File: config.mk
export PLATFORM = sky130hd
export DESIGN_NAME = uart_bridge_ctl
export DESIGN_NICKNAME = d
export VERILOG_FILES = /design/src/shared/bridge_pkg.sv /design/src/design/uart_bridge_ctl.sv
export SDC_FILE = /design/constraint.sdc
export NUM_CORES = 1
export LEC_CHECK = 0
export ABC_AREA = 0
export ABC_CLOCK_PERIOD_IN_PS = 5800
export BUFFER_PORTS_ARGS = -buffer_cell sky130_fd_sc_hd__buf_4
export CORE_ASPECT_RATIO = 0.5
export CORE_UTILIZATION = 55
export DETAILED_ROUTE_END_ITERATION = 10
export HOLD_SLACK_MARGIN = 0.05
export PLACE_DENSITY = 0.69
export REMOVE_ABC_BUFFERS = 1
export SLEW_MARGIN = 20
export SYNTH_ARGS = -nofsm -noshare
export SYNTH_HDL_FRONTEND = slang
export SYNTH_SLANG_ARGS = --single-unit
File: constraint.sdc
create_clock -name clk_i -period 5.8 [get_ports clk_i]
set_clock_uncertainty 0.05 [all_clocks]
set_input_delay 0.58 -clock clk_i [delete_from_list [all_inputs] [get_ports clk_i]]
set_output_delay 0.58 -clock clk_i [all_outputs]
set_load 0.01 [all_outputs]
File: src/shared/bridge_pkg.sv
// Constants, types and field layouts of the USB-to-UART bridge control block.
// Assumes a 100 MHz system clock and a 48 MHz reference for baud arithmetic.
package bridge_pkg;

	// ------------------------------------------------------------------
	// Clocks and baud arithmetic
	// ------------------------------------------------------------------
	localparam int CLK_HZ     = 100_000_000;
	localparam int REF_HZ     = 48_000_000;
	localparam int REF_STEP   = REF_HZ / 1_000_000;
	localparam int REF_MOD    = CLK_HZ / 1_000_000;
	localparam int PRE_SLOW   = 4;
	localparam int PRE_FAST   = 1;
	localparam logic [21:0] PRE_LIMIT = 22'h00016d;
	localparam logic [21:0] BAUD_RST  = 22'h002580;

	// ------------------------------------------------------------------
	// Register port
	// ------------------------------------------------------------------
	localparam int ADDR_W = 4;
	localparam int DATA_W = 32;
	localparam logic [3:0] OFF_CTRL = 4'h0;
	localparam logic [3:0] OFF_BAUD = 4'h4;
	localparam logic [3:0] OFF_STAT = 4'h8;
	localparam logic [3:0] OFF_DIV  = 4'hc;
	localparam int ERR_LSB = 1;

	// ------------------------------------------------------------------
	// Frame format and flow control encodings
	// ------------------------------------------------------------------
	localparam logic [1:0] DLEN_5    = 2'h0;
	localparam logic [1:0] DLEN_8    = 2'h3;
	localparam logic [1:0] STOP_1    = 2'h0;
	localparam logic [1:0] STOP_15   = 2'h1;
	localparam logic [2:0] PAR_NONE  = 3'h0;
	localparam logic [2:0] PAR_EVEN  = 3'h1;
	localparam logic [2:0] PAR_ODD   = 3'h2;
	localparam logic [2:0] PAR_MARK  = 3'h3;
	localparam logic [1:0] FLOW_NONE = 2'h0;
	localparam logic [1:0] FLOW_RTS  = 2'h1;
	localparam logic [1:0] FLOW_DSR  = 2'h2;
	localparam logic [1:0] FLOW_XON  = 2'h3;
	localparam logic [7:0] XON_CHAR  = 8'h11;
	localparam logic [7:0] XOFF_CHAR = 8'h13;

	typedef struct packed {
		logic       wake_en;
		logic [1:0] flow;
		logic [2:0] parity;
		logic [1:0] stop;
		logic [1:0] dlen;
	} cfg_s;

	localparam cfg_s CFG_RST = 10'h003;

	typedef struct packed {
		logic ri;
		logic dcd;
		logic dsr;
		logic cts;
		logic xoff;
		logic ovr;
		logic perr;
		logic ferr;
		logic sleep;
	} stat_s;

	typedef enum logic [2:0] {
		SL_ENUM   = 3'b001,
		SL_ACTIVE = 3'b010,
		SL_SUSP   = 3'b100
	} sleep_e;

	typedef enum logic [3:0] {
		RX_IDLE  = 4'b0001,
		RX_START = 4'b0010,
		RX_BITS  = 4'b0100,
		RX_STOP  = 4'b1000
	} rx_e;

endpackage : bridge_pkg

File: src/design/uart_bridge_ctl.sv
// Suspend sequencing, UART framing, baud generation and flow control.
// Assumes USB bus events arrive as one-cycle pulses synchronous to clk_i.
//
// Decided for this implementation: the register offsets and the plain strobed port.
`timescale 1ns/1ps

// Behaviour
// - Bus suspend signalling moves the block into its suspend state.
// - In suspend both sleep indicators are asserted, high and low flavour.
// - After reset the indicators stay asserted until configuration is done or a suspend is exited.
// - Detected or self-generated resume leaves suspend.
// - A bus reset from the host leaves suspend.
// - A device reset leaves suspend regardless of bus activity.
// - With remote wakeup enabled, grounding the rouse pin leaves suspend.
// - Any exit from suspend except device reset deasserts both indicators.
// - The function side carries all payload and the UART control commands.
// - The UART has data lines plus RTS, CTS, DSR, DTR, DCD and RI.
// - Flow control is RTS/CTS, DSR/DTR or Xon/Xoff, as selected.
// - Frames have 5 to 8 data bits, 1, 1.5 or 2 stops, five parity kinds.
// - Baud rates from 300 to 3000000 are accepted as configured.
// - Divider uses prescale 4 up to 365 baud, 1 above, rounded to nearest.
module uart_bridge_ctl (
	input  wire logic                           clk_i,
	input  wire logic                           nrst_i,
	input  wire logic                           suspend_det_i,
	input  wire logic                           resume_det_i,
	input  wire logic                           bus_reset_i,
	input  wire logic                           config_done_i,
	input  wire logic                           remote_rouse_n_i,
	output logic                                resume_req_o,
	output logic                                sleep_ind_high_o,
	output logic                                sleep_ind_low_o,
	input  wire logic [bridge_pkg::ADDR_W-1:0]  addr_i,
	input  wire logic [bridge_pkg::DATA_W-1:0]  wdata_i,
	input  wire logic                           wr_i,
	input  wire logic                           rd_i,
	output logic      [bridge_pkg::DATA_W-1:0]  rdata_o,
	input  wire logic                           tx_valid_i,
	input  wire logic [7:0]                     tx_data_i,
	output logic                                tx_ready_o,
	output logic                                rx_valid_o,
	output logic      [7:0]                     rx_data_o,
	input  wire logic                           rx_ready_i,
	output logic                                txd_o,
	input  wire logic                           rxd_i,
	output logic                                rts_n_o,
	input  wire logic                           cts_n_i,
	output logic                                dtr_n_o,
	input  wire logic                           dsr_n_i,
	input  wire logic                           dcd_n_i,
	input  wire logic                           ri_n_i
);
	import bridge_pkg::*;

	// Divider of the reset rate, which lies above the slow-prescale limit
	localparam logic [16:0] DIV_RST  =
		17'(REF_HZ / (2 * PRE_FAST * int'(BAUD_RST)));
	localparam logic [19:0] HALF_RST = 20'(PRE_FAST) * 20'(DIV_RST);

	// ------------------------------------------------------------------
	// Helpers
	// ------------------------------------------------------------------
	function automatic logic [3:0] dbits(input cfg_s c);
		return 4'h5 + {2'h0, c.dlen};
	endfunction : dbits

	function automatic logic par_bit(input logic [7:0] d, input logic [2:0] p);
		case (p)
			PAR_EVEN: return ^d;
			PAR_ODD:  return ~^d;
			PAR_MARK: return 1'b1;
			default:  return 1'b0;
		endcase
	endfunction : par_bit

	function automatic logic [7:0] dmask(input logic [7:0] d, input cfg_s c);
		return d & (8'hff >> (4'h8 - dbits(c)));
	endfunction : dmask

	function automatic logic [4:0] frame_halves(input cfg_s c);
		logic [4:0] s;
		s = 5'h4;
		if (c.stop == STOP_1)
			s = 5'h2;
		else if (c.stop == STOP_15 && c.dlen == DLEN_5)
			s = 5'h3;
		return {dbits(c), 1'b0} + 5'h2 + s +
			((c.parity != PAR_NONE) ? 5'h2 : 5'h0);
	endfunction : frame_halves

	function automatic logic [11:0] tx_frame(input logic [7:0] d,
		input cfg_s c);
		logic [11:0] f;
		logic [7:0]  m;
		f = 12'hffe;
		m = dmask(d, c);
		for (int i = 0; i < 8; i++) begin
			if (4'(i) < dbits(c))
				f[i + 1] = m[i];
		end
		if (c.parity != PAR_NONE)
			f[dbits(c) + 4'h1] = par_bit(m, c.parity);
		return f;
	endfunction : tx_frame

	function automatic logic [2:0] pre_of(input logic [21:0] r);
		return (r <= PRE_LIMIT) ? 3'(PRE_SLOW) : 3'(PRE_FAST);
	endfunction : pre_of

	// The reference frequency needs 26 bits, so the arithmetic is 32 wide
	function automatic logic [16:0] baud_div(input logic [21:0] r);
		logic [31:0] num;
		num = 32'(REF_HZ) / (32'h2 * 32'(pre_of(r)));
		if (r == 22'h0)
			return 17'h1;
		return 17'((num + 32'(r >> 1)) / 32'(r));
	endfunction : baud_div

	// ------------------------------------------------------------------
	// Register port and configuration
	// ------------------------------------------------------------------
	cfg_s        cfg_reg;
	logic [21:0] rate_reg;
	logic [16:0] div_reg;
	logic [19:0] half_reg;
	logic [2:0]  err_reg;
	logic        xoff_reg;
	stat_s       stat;
	sleep_e      sl_reg, sl_next;

	assign stat = '{ri: ~ri_n_i, dcd: ~dcd_n_i, dsr: ~dsr_n_i,
		cts: ~cts_n_i, xoff: xoff_reg, ovr: err_reg[2],
		perr: err_reg[1], ferr: err_reg[0], sleep: sl_reg != SL_ACTIVE};

	// Host commands arrive here; rate writes recompute the divider once
	always_ff @(posedge clk_i or negedge nrst_i) begin
		if (!nrst_i) begin
			cfg_reg  <= CFG_RST;
			rate_reg <= BAUD_RST;
			div_reg  <= DIV_RST;
			half_reg <= HALF_RST;
		end else if (wr_i) begin
			if (addr_i == OFF_CTRL)
				cfg_reg <= cfg_s'(wdata_i[9:0]);
			if (addr_i == OFF_BAUD) begin
				rate_reg <= wdata_i[21:0];
				div_reg  <= baud_div(wdata_i[21:0]);
				half_reg <= 20'(pre_of(wdata_i[21:0])) *
					20'(baud_div(wdata_i[21:0]));
			end
		end
	end

	always_ff @(posedge clk_i or negedge nrst_i) begin
		if (!nrst_i)
			rdata_o <= 32'h0;
		else if (rd_i) begin
			case (addr_i)
				OFF_CTRL: rdata_o <= {22'h0, cfg_reg};
				OFF_BAUD: rdata_o <= {10'h0, rate_reg};
				OFF_STAT: rdata_o <= {23'h0, stat};
				OFF_DIV:  rdata_o <= {15'h0, div_reg};
				default:  rdata_o <= 32'h0;
			endcase
		end
	end

	// ------------------------------------------------------------------
	// Suspend sequencing
	// ------------------------------------------------------------------
	logic rouse_d_reg;
	logic wake_go;

	// Edge, not level: a pin held low must not re-wake after each suspend
	assign wake_go = cfg_reg.wake_en & rouse_d_reg & ~remote_rouse_n_i;

	always_comb begin
		sl_next = sl_reg;
		case (sl_reg)
			SL_ENUM: begin
				if (suspend_det_i)
					sl_next = SL_SUSP;
				else if (config_done_i)
					sl_next = SL_ACTIVE;
			end
			SL_ACTIVE: begin
				if (suspend_det_i)
					sl_next = SL_SUSP;
			end
			SL_SUSP: begin
				if (resume_det_i || bus_reset_i || wake_go)
					sl_next = SL_ACTIVE;
			end
			default: sl_next = SL_ENUM;
		endcase
	end

	// Device reset always lands in the enumeration state
	always_ff @(posedge clk_i or negedge nrst_i) begin
		if (!nrst_i) begin
			sl_reg       <= SL_ENUM;
			rouse_d_reg  <= 1'b1;
			resume_req_o <= 1'b0;
		end else begin
			sl_reg       <= sl_next;
			rouse_d_reg  <= remote_rouse_n_i;
			resume_req_o <= (sl_reg == SL_SUSP) && wake_go;
		end
	end

	assign sleep_ind_high_o = ~sl_reg[1];
	assign sleep_ind_low_o  = sl_reg[1];

	// ------------------------------------------------------------------
	// Baud timing
	// ------------------------------------------------------------------
	logic [7:0] nco_reg;
	logic       ref_tick;

	// Fractional 48 MHz tick on the 100 MHz clock, jitter one clk period
	assign ref_tick = (nco_reg + 8'(REF_STEP)) >= 8'(REF_MOD);

	always_ff @(posedge clk_i or negedge nrst_i) begin
		if (!nrst_i)
			nco_reg <= 8'h0;
		else if (ref_tick)
			nco_reg <= nco_reg + 8'(REF_STEP) - 8'(REF_MOD);
		else
			nco_reg <= nco_reg + 8'(REF_STEP);
	end

	// ------------------------------------------------------------------
	// Transmitter
	// ------------------------------------------------------------------
	logic [11:0] tx_sh_reg;
	logic [4:0]  tx_half_reg;
	logic [19:0] tx_tmr_reg;
	logic        tx_ph_reg;
	logic        tx_tick, tx_stop, tx_load;

	assign tx_tick = ref_tick && tx_tmr_reg == half_reg - 20'h1;
	assign tx_stop = (cfg_reg.flow == FLOW_RTS && cts_n_i) ||
		(cfg_reg.flow == FLOW_DSR && dsr_n_i) ||
		(cfg_reg.flow == FLOW_XON && xoff_reg);
	assign tx_ready_o = tx_half_reg == 5'h0 && !tx_stop;
	assign tx_load    = tx_valid_i && tx_ready_o;
	assign txd_o      = tx_sh_reg[0];

	always_ff @(posedge clk_i or negedge nrst_i) begin
		if (!nrst_i) begin
			tx_sh_reg   <= 12'hfff;
			tx_half_reg <= 5'h0;
			tx_tmr_reg  <= 20'h0;
			tx_ph_reg   <= 1'b0;
		end else if (tx_load) begin
			tx_sh_reg   <= tx_frame(tx_data_i, cfg_reg);
			tx_half_reg <= frame_halves(cfg_reg);
			tx_tmr_reg  <= 20'h0;
			tx_ph_reg   <= 1'b0;
		end else if (ref_tick) begin
			tx_tmr_reg <= tx_tick ? 20'h0 : tx_tmr_reg + 20'h1;
			if (tx_tick && tx_half_reg != 5'h0) begin
				tx_half_reg <= tx_half_reg - 5'h1;
				tx_ph_reg   <= ~tx_ph_reg;
				if (tx_ph_reg)
					tx_sh_reg <= {1'b1, tx_sh_reg[11:1]};
			end
		end
	end

	// ------------------------------------------------------------------
	// Receiver
	// ------------------------------------------------------------------
	rx_e         rx_reg;
	logic [8:0]  rx_sh_reg, rx_word;
	logic [3:0]  rx_cnt_reg, rx_nb;
	logic [19:0] rx_tmr_reg;
	logic        rx_ph_reg, rx_half, rx_done, rx_ctl, rx_bad_par;
	logic        rx_line_reg;

	// Start needs a falling edge, so a line held low after a framing
	// error is not taken for a new start bit
	always_ff @(posedge clk_i or negedge nrst_i) begin
		if (!nrst_i)
			rx_line_reg <= 1'b1;
		else
			rx_line_reg <= rxd_i;
	end

	assign rx_half = ref_tick && rx_tmr_reg == half_reg - 20'h1;
	assign rx_nb   = dbits(cfg_reg) +
		((cfg_reg.parity != PAR_NONE) ? 4'h1 : 4'h0);
	assign rx_word = rx_sh_reg >> (4'h9 - rx_nb);
	assign rx_done = rx_reg == RX_STOP && rx_half && rx_ph_reg;
	assign rx_ctl  = cfg_reg.flow == FLOW_XON &&
		(rx_word[7:0] == XON_CHAR || rx_word[7:0] == XOFF_CHAR);
	assign rx_bad_par = cfg_reg.parity != PAR_NONE &&
		rx_word[dbits(cfg_reg)] !=
		par_bit(dmask(rx_word[7:0], cfg_reg), cfg_reg.parity);

	always_ff @(posedge clk_i or negedge nrst_i) begin
		if (!nrst_i) begin
			rx_reg     <= RX_IDLE;
			rx_sh_reg  <= 9'h0;
			rx_cnt_reg <= 4'h0;
			rx_tmr_reg <= 20'h0;
			rx_ph_reg  <= 1'b0;
		end else begin
			if (rx_reg == RX_IDLE || rx_half)
				rx_tmr_reg <= 20'h0;
			else if (ref_tick)
				rx_tmr_reg <= rx_tmr_reg + 20'h1;
			if (rx_half && rx_reg != RX_START)
				rx_ph_reg <= ~rx_ph_reg;
			case (rx_reg)
				RX_IDLE: begin
					rx_ph_reg  <= 1'b0;
					rx_cnt_reg <= 4'h0;
					if (rx_line_reg && !rxd_i)
						rx_reg <= RX_START;
				end
				RX_START: begin
					// A glitch shorter than half a bit is dropped
					if (rx_half)
						rx_reg <= rxd_i ? RX_IDLE : RX_BITS;
				end
				RX_BITS: begin
					if (rx_half && rx_ph_reg) begin
						rx_sh_reg  <= {rxd_i, rx_sh_reg[8:1]};
						rx_cnt_reg <= rx_cnt_reg + 4'h1;
						if (rx_cnt_reg == rx_nb - 4'h1)
							rx_reg <= RX_STOP;
					end
				end
				RX_STOP: begin
					if (rx_done)
						rx_reg <= RX_IDLE;
				end
				default: rx_reg <= RX_IDLE;
			endcase
		end
	end

	// ------------------------------------------------------------------
	// Two-entry receive buffer and receive-side flags
	// ------------------------------------------------------------------
	logic [7:0] buf_mem [2];
	logic [1:0] buf_cnt_reg;
	logic       wp_reg, rp_reg, push, pop, full;

	// The UART cannot be stalled, so a full buffer overruns; RTS/DTR
	// warn the far end one word early
	assign full       = buf_cnt_reg == 2'h2;
	assign pop        = rx_valid_o && rx_ready_i;
	assign push       = rx_done && rxd_i && !rx_ctl && (!full || pop);
	assign rx_valid_o = buf_cnt_reg != 2'h0;
	assign rx_data_o  = buf_mem[rp_reg];
	assign rts_n_o    = cfg_reg.flow == FLOW_RTS && buf_cnt_reg != 2'h0;
	assign dtr_n_o    = cfg_reg.flow == FLOW_DSR && buf_cnt_reg != 2'h0;

	always_ff @(posedge clk_i or negedge nrst_i) begin
		if (!nrst_i) begin
			buf_mem[0]  <= 8'h0;
			buf_mem[1]  <= 8'h0;
			buf_cnt_reg <= 2'h0;
			wp_reg      <= 1'b0;
			rp_reg      <= 1'b0;
		end else begin
			if (push) begin
				buf_mem[wp_reg] <= dmask(rx_word[7:0], cfg_reg);
				wp_reg          <= ~wp_reg;
			end
			if (pop)
				rp_reg <= ~rp_reg;
			buf_cnt_reg <= buf_cnt_reg + {1'b0, push} - {1'b0, pop};
		end
	end

	// Error flags clear by writing one; a new error in that cycle wins
	always_ff @(posedge clk_i or negedge nrst_i) begin
		if (!nrst_i) begin
			err_reg  <= 3'h0;
			xoff_reg <= 1'b0;
		end else begin
			err_reg <= (err_reg & ~((wr_i && addr_i == OFF_STAT) ?
				wdata_i[ERR_LSB +: 3] : 3'h0)) |
				{rx_done && rxd_i && !rx_ctl && full && !pop,
				rx_done && rx_bad_par, rx_done && !rxd_i};
			if (cfg_reg.flow != FLOW_XON)
				xoff_reg <= 1'b0;
			else if (rx_done && rx_ctl)
				xoff_reg <= rx_word[7:0] == XOFF_CHAR;
		end
	end
endmodule : uart_bridge_ctl

==> results.yml, run 1 <==
clocking:
  cts_buffers: 22
  hold_buffers: 0
  cts_num_sinks: 203
  clock-root-buffer: "clkbuf_16"
  clk_path_buf_depth: 3
  cts-htree-levels: 1
yosys:
  syn_area_mm2: 0.0383
  netlist_top_cells_count: "ha_1 (540), nand2_1 (510), nor2_1 (496), o21ai_0 (343), a21oi_1 (334)"
  synth_top_area_share_pct: 17.6
  async_flop_share_pct: 100
  yosysSeqAreaShare_pct: 13.4
  yosysWarningCount: 0
  ys.flop_type: "dfrtp_1"
  synth_area_leaders: "ha_1 (18%), dfrtp_1 (11%), xnor2_1 (5.1%), nand2_1 (5.0%), nor2_1 (4.9%)"
  yosysMostFrequentCell: "ha_1"
  synth_edf_count: 0
  syn_inst: 5098
  synth.avg_cell_area_um2: 7.52
  synth_seq_cells: 203
  synth_cell_types: 122
  synth_largest_area_cell: "ha_1"
grt:
  antenna_found_initial: 51
  grt_max_degree: 112
  grt.overflow.total: 499
  grt_util_all_layers_pct: 86.2
placement:
  placed_cell_area_mm2: 0.0530
  gp_congestion: 1.05
  port_buffers: 87
  dp_hpwl_um: 127000
  placed_cells: 7720
die:
  die_w_um: 375
  die_h_um: 189
  floorplan.initialDensity_pct: 56.4
  io_pins: 108
  core.rowCount: 67
run_status:
  outcome: "aborted with a tool error"
  flow.stopped_at: "global routing"
  firstError: "[ERROR GRT-0232] Routing congestion too high. Check the congestion heatmap in the GUI."
sta:
  endpoint_type: "register data pin"
  worst_endpoint: "half_reg[0]$_DFFE_PN0P_/D"
## routing by layer
layer	overflow	GRT usage [%]
met1	49	85.4
met3	35	77.1
met2	252	98.6
met5	8	54.6
met4	155	84.3
## repair_timing
item,in CTS
buffers inserted,205
cloned,3
resized for setup,333
pin swaps,157
setup endpoints to repair,37
endpoints found under the hold margin,0
## per-stage QoR
step           setup slack, ps  utilization, %
2_1_floorplan           -76870               -
3_3_place_gp            -66360            78.1
3_5_place_dp            -68800            78.1
4_1_cts                 -62120            83.6
## cell families after synthesis
group / Yosys count / synth area share, %
XOR/XNOR: 374 / 8.55
adder cells (fa/ha/maj): 544 / 17.8
AND/OR/NAND/NOR: 1850 / 23.1
AO/OA/AOI/OAI: 1558 / 27.3
other: 2 / 0.0196
multiplexers: 215 / 6.22
flip-flops: 203 / 13.4
buffers and inverters: 352 / 3.63
==> run 2: changes to the inputs <==
--- a/config.mk
+++ b/config.mk
@@ -8,11 +8,9 @@
 export ABC_AREA = 0
 export ABC_CLOCK_PERIOD_IN_PS = 5800
 export BUFFER_PORTS_ARGS = -buffer_cell sky130_fd_sc_hd__buf_4
-export CORE_ASPECT_RATIO = 0.5
-export CORE_UTILIZATION = 55
+export CORE_UTILIZATION = 40
 export DETAILED_ROUTE_END_ITERATION = 10
-export HOLD_SLACK_MARGIN = 0.05
-export PLACE_DENSITY = 0.69
+export PLACE_DENSITY_LB_ADDON = 0.15
 export REMOVE_ABC_BUFFERS = 1
 export SLEW_MARGIN = 20
 export SYNTH_ARGS = -nofsm -noshare
==> results.yml, run 2 <==
worst_setup_path:
  worstSetupEndpointType: "flip-flop"
  crit_path_frequent_cell: "buf_4"
  crit_type: "in2reg"
  slowest_delay_ps: 560
  slowest_stage: "or4_4"
  r2r-start: "half_reg[0]"
  cp-startpoint: "wdata_i[18]"
  required_ps: 6150
  cp_max_fo: 8
  cp-start-kind: "input port"
  arrival_ps: 68160
final_layout:
  drive_gt1_share_pct: 46.3
  ff_latch_area_mm2: 0.00512
  final_common_cell: "buf_4"
  area_growth_pct: 66.3
  layout_common_cells: "buf_4 (2346), nand2_1 (468), nor2_1 (436)"
  multi_input_area_mm2: 0.0365
  fill_cells: 7693
  fin_nets: 8037
die:
  die_area_mm2: 0.0970
  core.rowCount: 113
  io_pins: 108
  die_h_um: 312
  floorplan.initialDensity_pct: 40.3
  core-area_mm2: 0.0950
  die_w_um: 312
yosys:
  synth_seq_cells: 203
  yosysSeqAreaShare_pct: 13.4
  synth_top_area_share_pct: 17.6
  yosysWarningCount: 0
  syn_inst: 5098
  yosysMostFrequentCell: "ha_1"
  syn_area_mm2: 0.0383
  synth_largest_area_cell: "ha_1"
  synth.avg_cell_area_um2: 7.52
  ys.flop_type: "dfrtp_1"
  async_flop_share_pct: 100
  synth_cell_types: 122
  synth_edf_count: 0
  netlist_top_cells_count: "ha_1 (540), nand2_1 (510), nor2_1 (496), o21ai_0 (343), a21oi_1 (334)"
  synth_area_leaders: "ha_1 (18%), dfrtp_1 (11%), xnor2_1 (5.1%), nand2_1 (5.0%), nor2_1 (4.9%)"
detailed_routing:
  routed-via-count: 49300
  wl_um: 168000
  antenna_left: 0
  drc: 0
  routedWlPerCell_um: 19.3
  vias_per_cell: 5.65
  drt_iter0_drc: 3812
  dr.pass1.iters: 6
placement:
  gp_congestion: 0.980
  port_buffers: 87
  dp_hpwl_um: 120000
run_status:
  failed_checks: "setup timing"
  outcome: "complete, but fails checks"
clocking:
  cts-htree-levels: 1
  cts_buffers: 23
  cts_num_sinks: 203
  clk_path_buf_depth: 3
  clkTransAtPathRegs_ps: 60
  clock-root-buffer: "clkbuf_16"
  cts_tree: "done"
  clk_latency_ps: 530
grt:
  grt_pass1_wl_um: 256000
  grt_pass1_vias: 47800
  grt_max_degree: 170
  grt.overflow.total: 0
  grt_util_all_layers_pct: 32.5
  antenna_found_initial: 3
sta:
  relSlewSlack_pct: 29.8
  period_needed_ps: 67810
  tns_ps: -1836070
  post-route-period-util_pct: 1170
  slew_violations: 0
  rsz0062_at_grt: "true"
  tightest_slew_ps: 1030
  fin_ws_ps: -62010
  setup_violations: 37
  hold_viol: 0
  fmax_mhz: 14.7
worst_hold_path:
  worstHoldStart: "remote_rouse_n_i"
  hold_class: "in2reg"
job:
  maxCapViolCount: 0
[run 2: cell counts after synthesis]
No cell type changed its count.
[run 2: per-stage QoR]
step	setup WS, ps	hold WS (ps)	std cells	utilization (%)	cell area [µm²]
6_report	-62010	121	8717	67.1	63700
5_1_grt	-64570	110	8715	67.1	63700
4_1_cts	-60550	106	8614	64.3	61100
3_5_place_dp	-68450	416	8097	56.4	53500
3_3_place_gp	-67010	408	8097	56.4	53500
2_1_floorplan	-76870	234	4952	-	37700
[run 2: repair_timing]
action                                  4_1_cts  5_1_grt
pin swaps                                   410      335
endpoints found under the hold margin        33        0
cloned                                        5        0
hold buffers                                  1        0
endpoints found under the setup margin       37       37
setup buffers                               472      129
gates resized for setup                     694      385
[run 2: worst paths after layout]
check	endpoint	slack, ps	cells past startpoint
setup reg to reg	rx_tmr_reg[11]	630	19
hold / removal	rouse_d_reg	120	1
min in group asynchronous	half_reg[13]	520	2
setup / recovery	half_reg[0]	-62010	388
hold reg to reg	buf_mem[10]	420	2
max in group asynchronous	buf_mem[10]	3970	3
[run 2: worst max-delay path: cells and delay by family]
family                     cells  cell delay, ps
and+or+nand+nor               88           15420
adders and majority gates     30            7370
AOI/OAI and AO/OA            148           28040
buffers and inverters        119           15630
muxes                          3             930
[run 2: kinds of logic (layout without fill, tap and decap cells)]
family | count (synthesis) | in the layout | synth area share [%]
simple gates | 1850 | 1850 | 23.1
compound gates | 1558 | 1559 | 27.3
fa+ha+maj | 544 | 544 | 17.8
xor+xnor | 374 | 374 | 8.55
buf+inv | 352 | 2686 | 3.63
mux | 215 | 215 | 6.22
flops | 203 | 203 | 13.4
other cells | 2 | 21 | 0.0196
[run 2: cell type report]
type,instances,share of cell area (%)
Antenna cell,2,0.00786
Clock buffer,25,0.947
Clock inverter,17,0.253
Inverter,189,1.12
Multi-Input combinational cell,4561,57.3
Sequential cell,203,8.04
Tap cell,1265,2.48
Timing Repair Buffer,2455,29.8
[run 2: per-layer routing]
metal,share of wire (%),track usage [%],vias up
met4,4.3,12.2,2
met5,0.0053,0,-
met3,6.1,3.43,453
met1,44,43.2,23500
met2,46,53.9,1658
li1,-,-,23600
Power of run 2 is left out: the tool's default activity adds up to more than one toggle a clock period on the data nets, which glitch-free logic cannot reach.
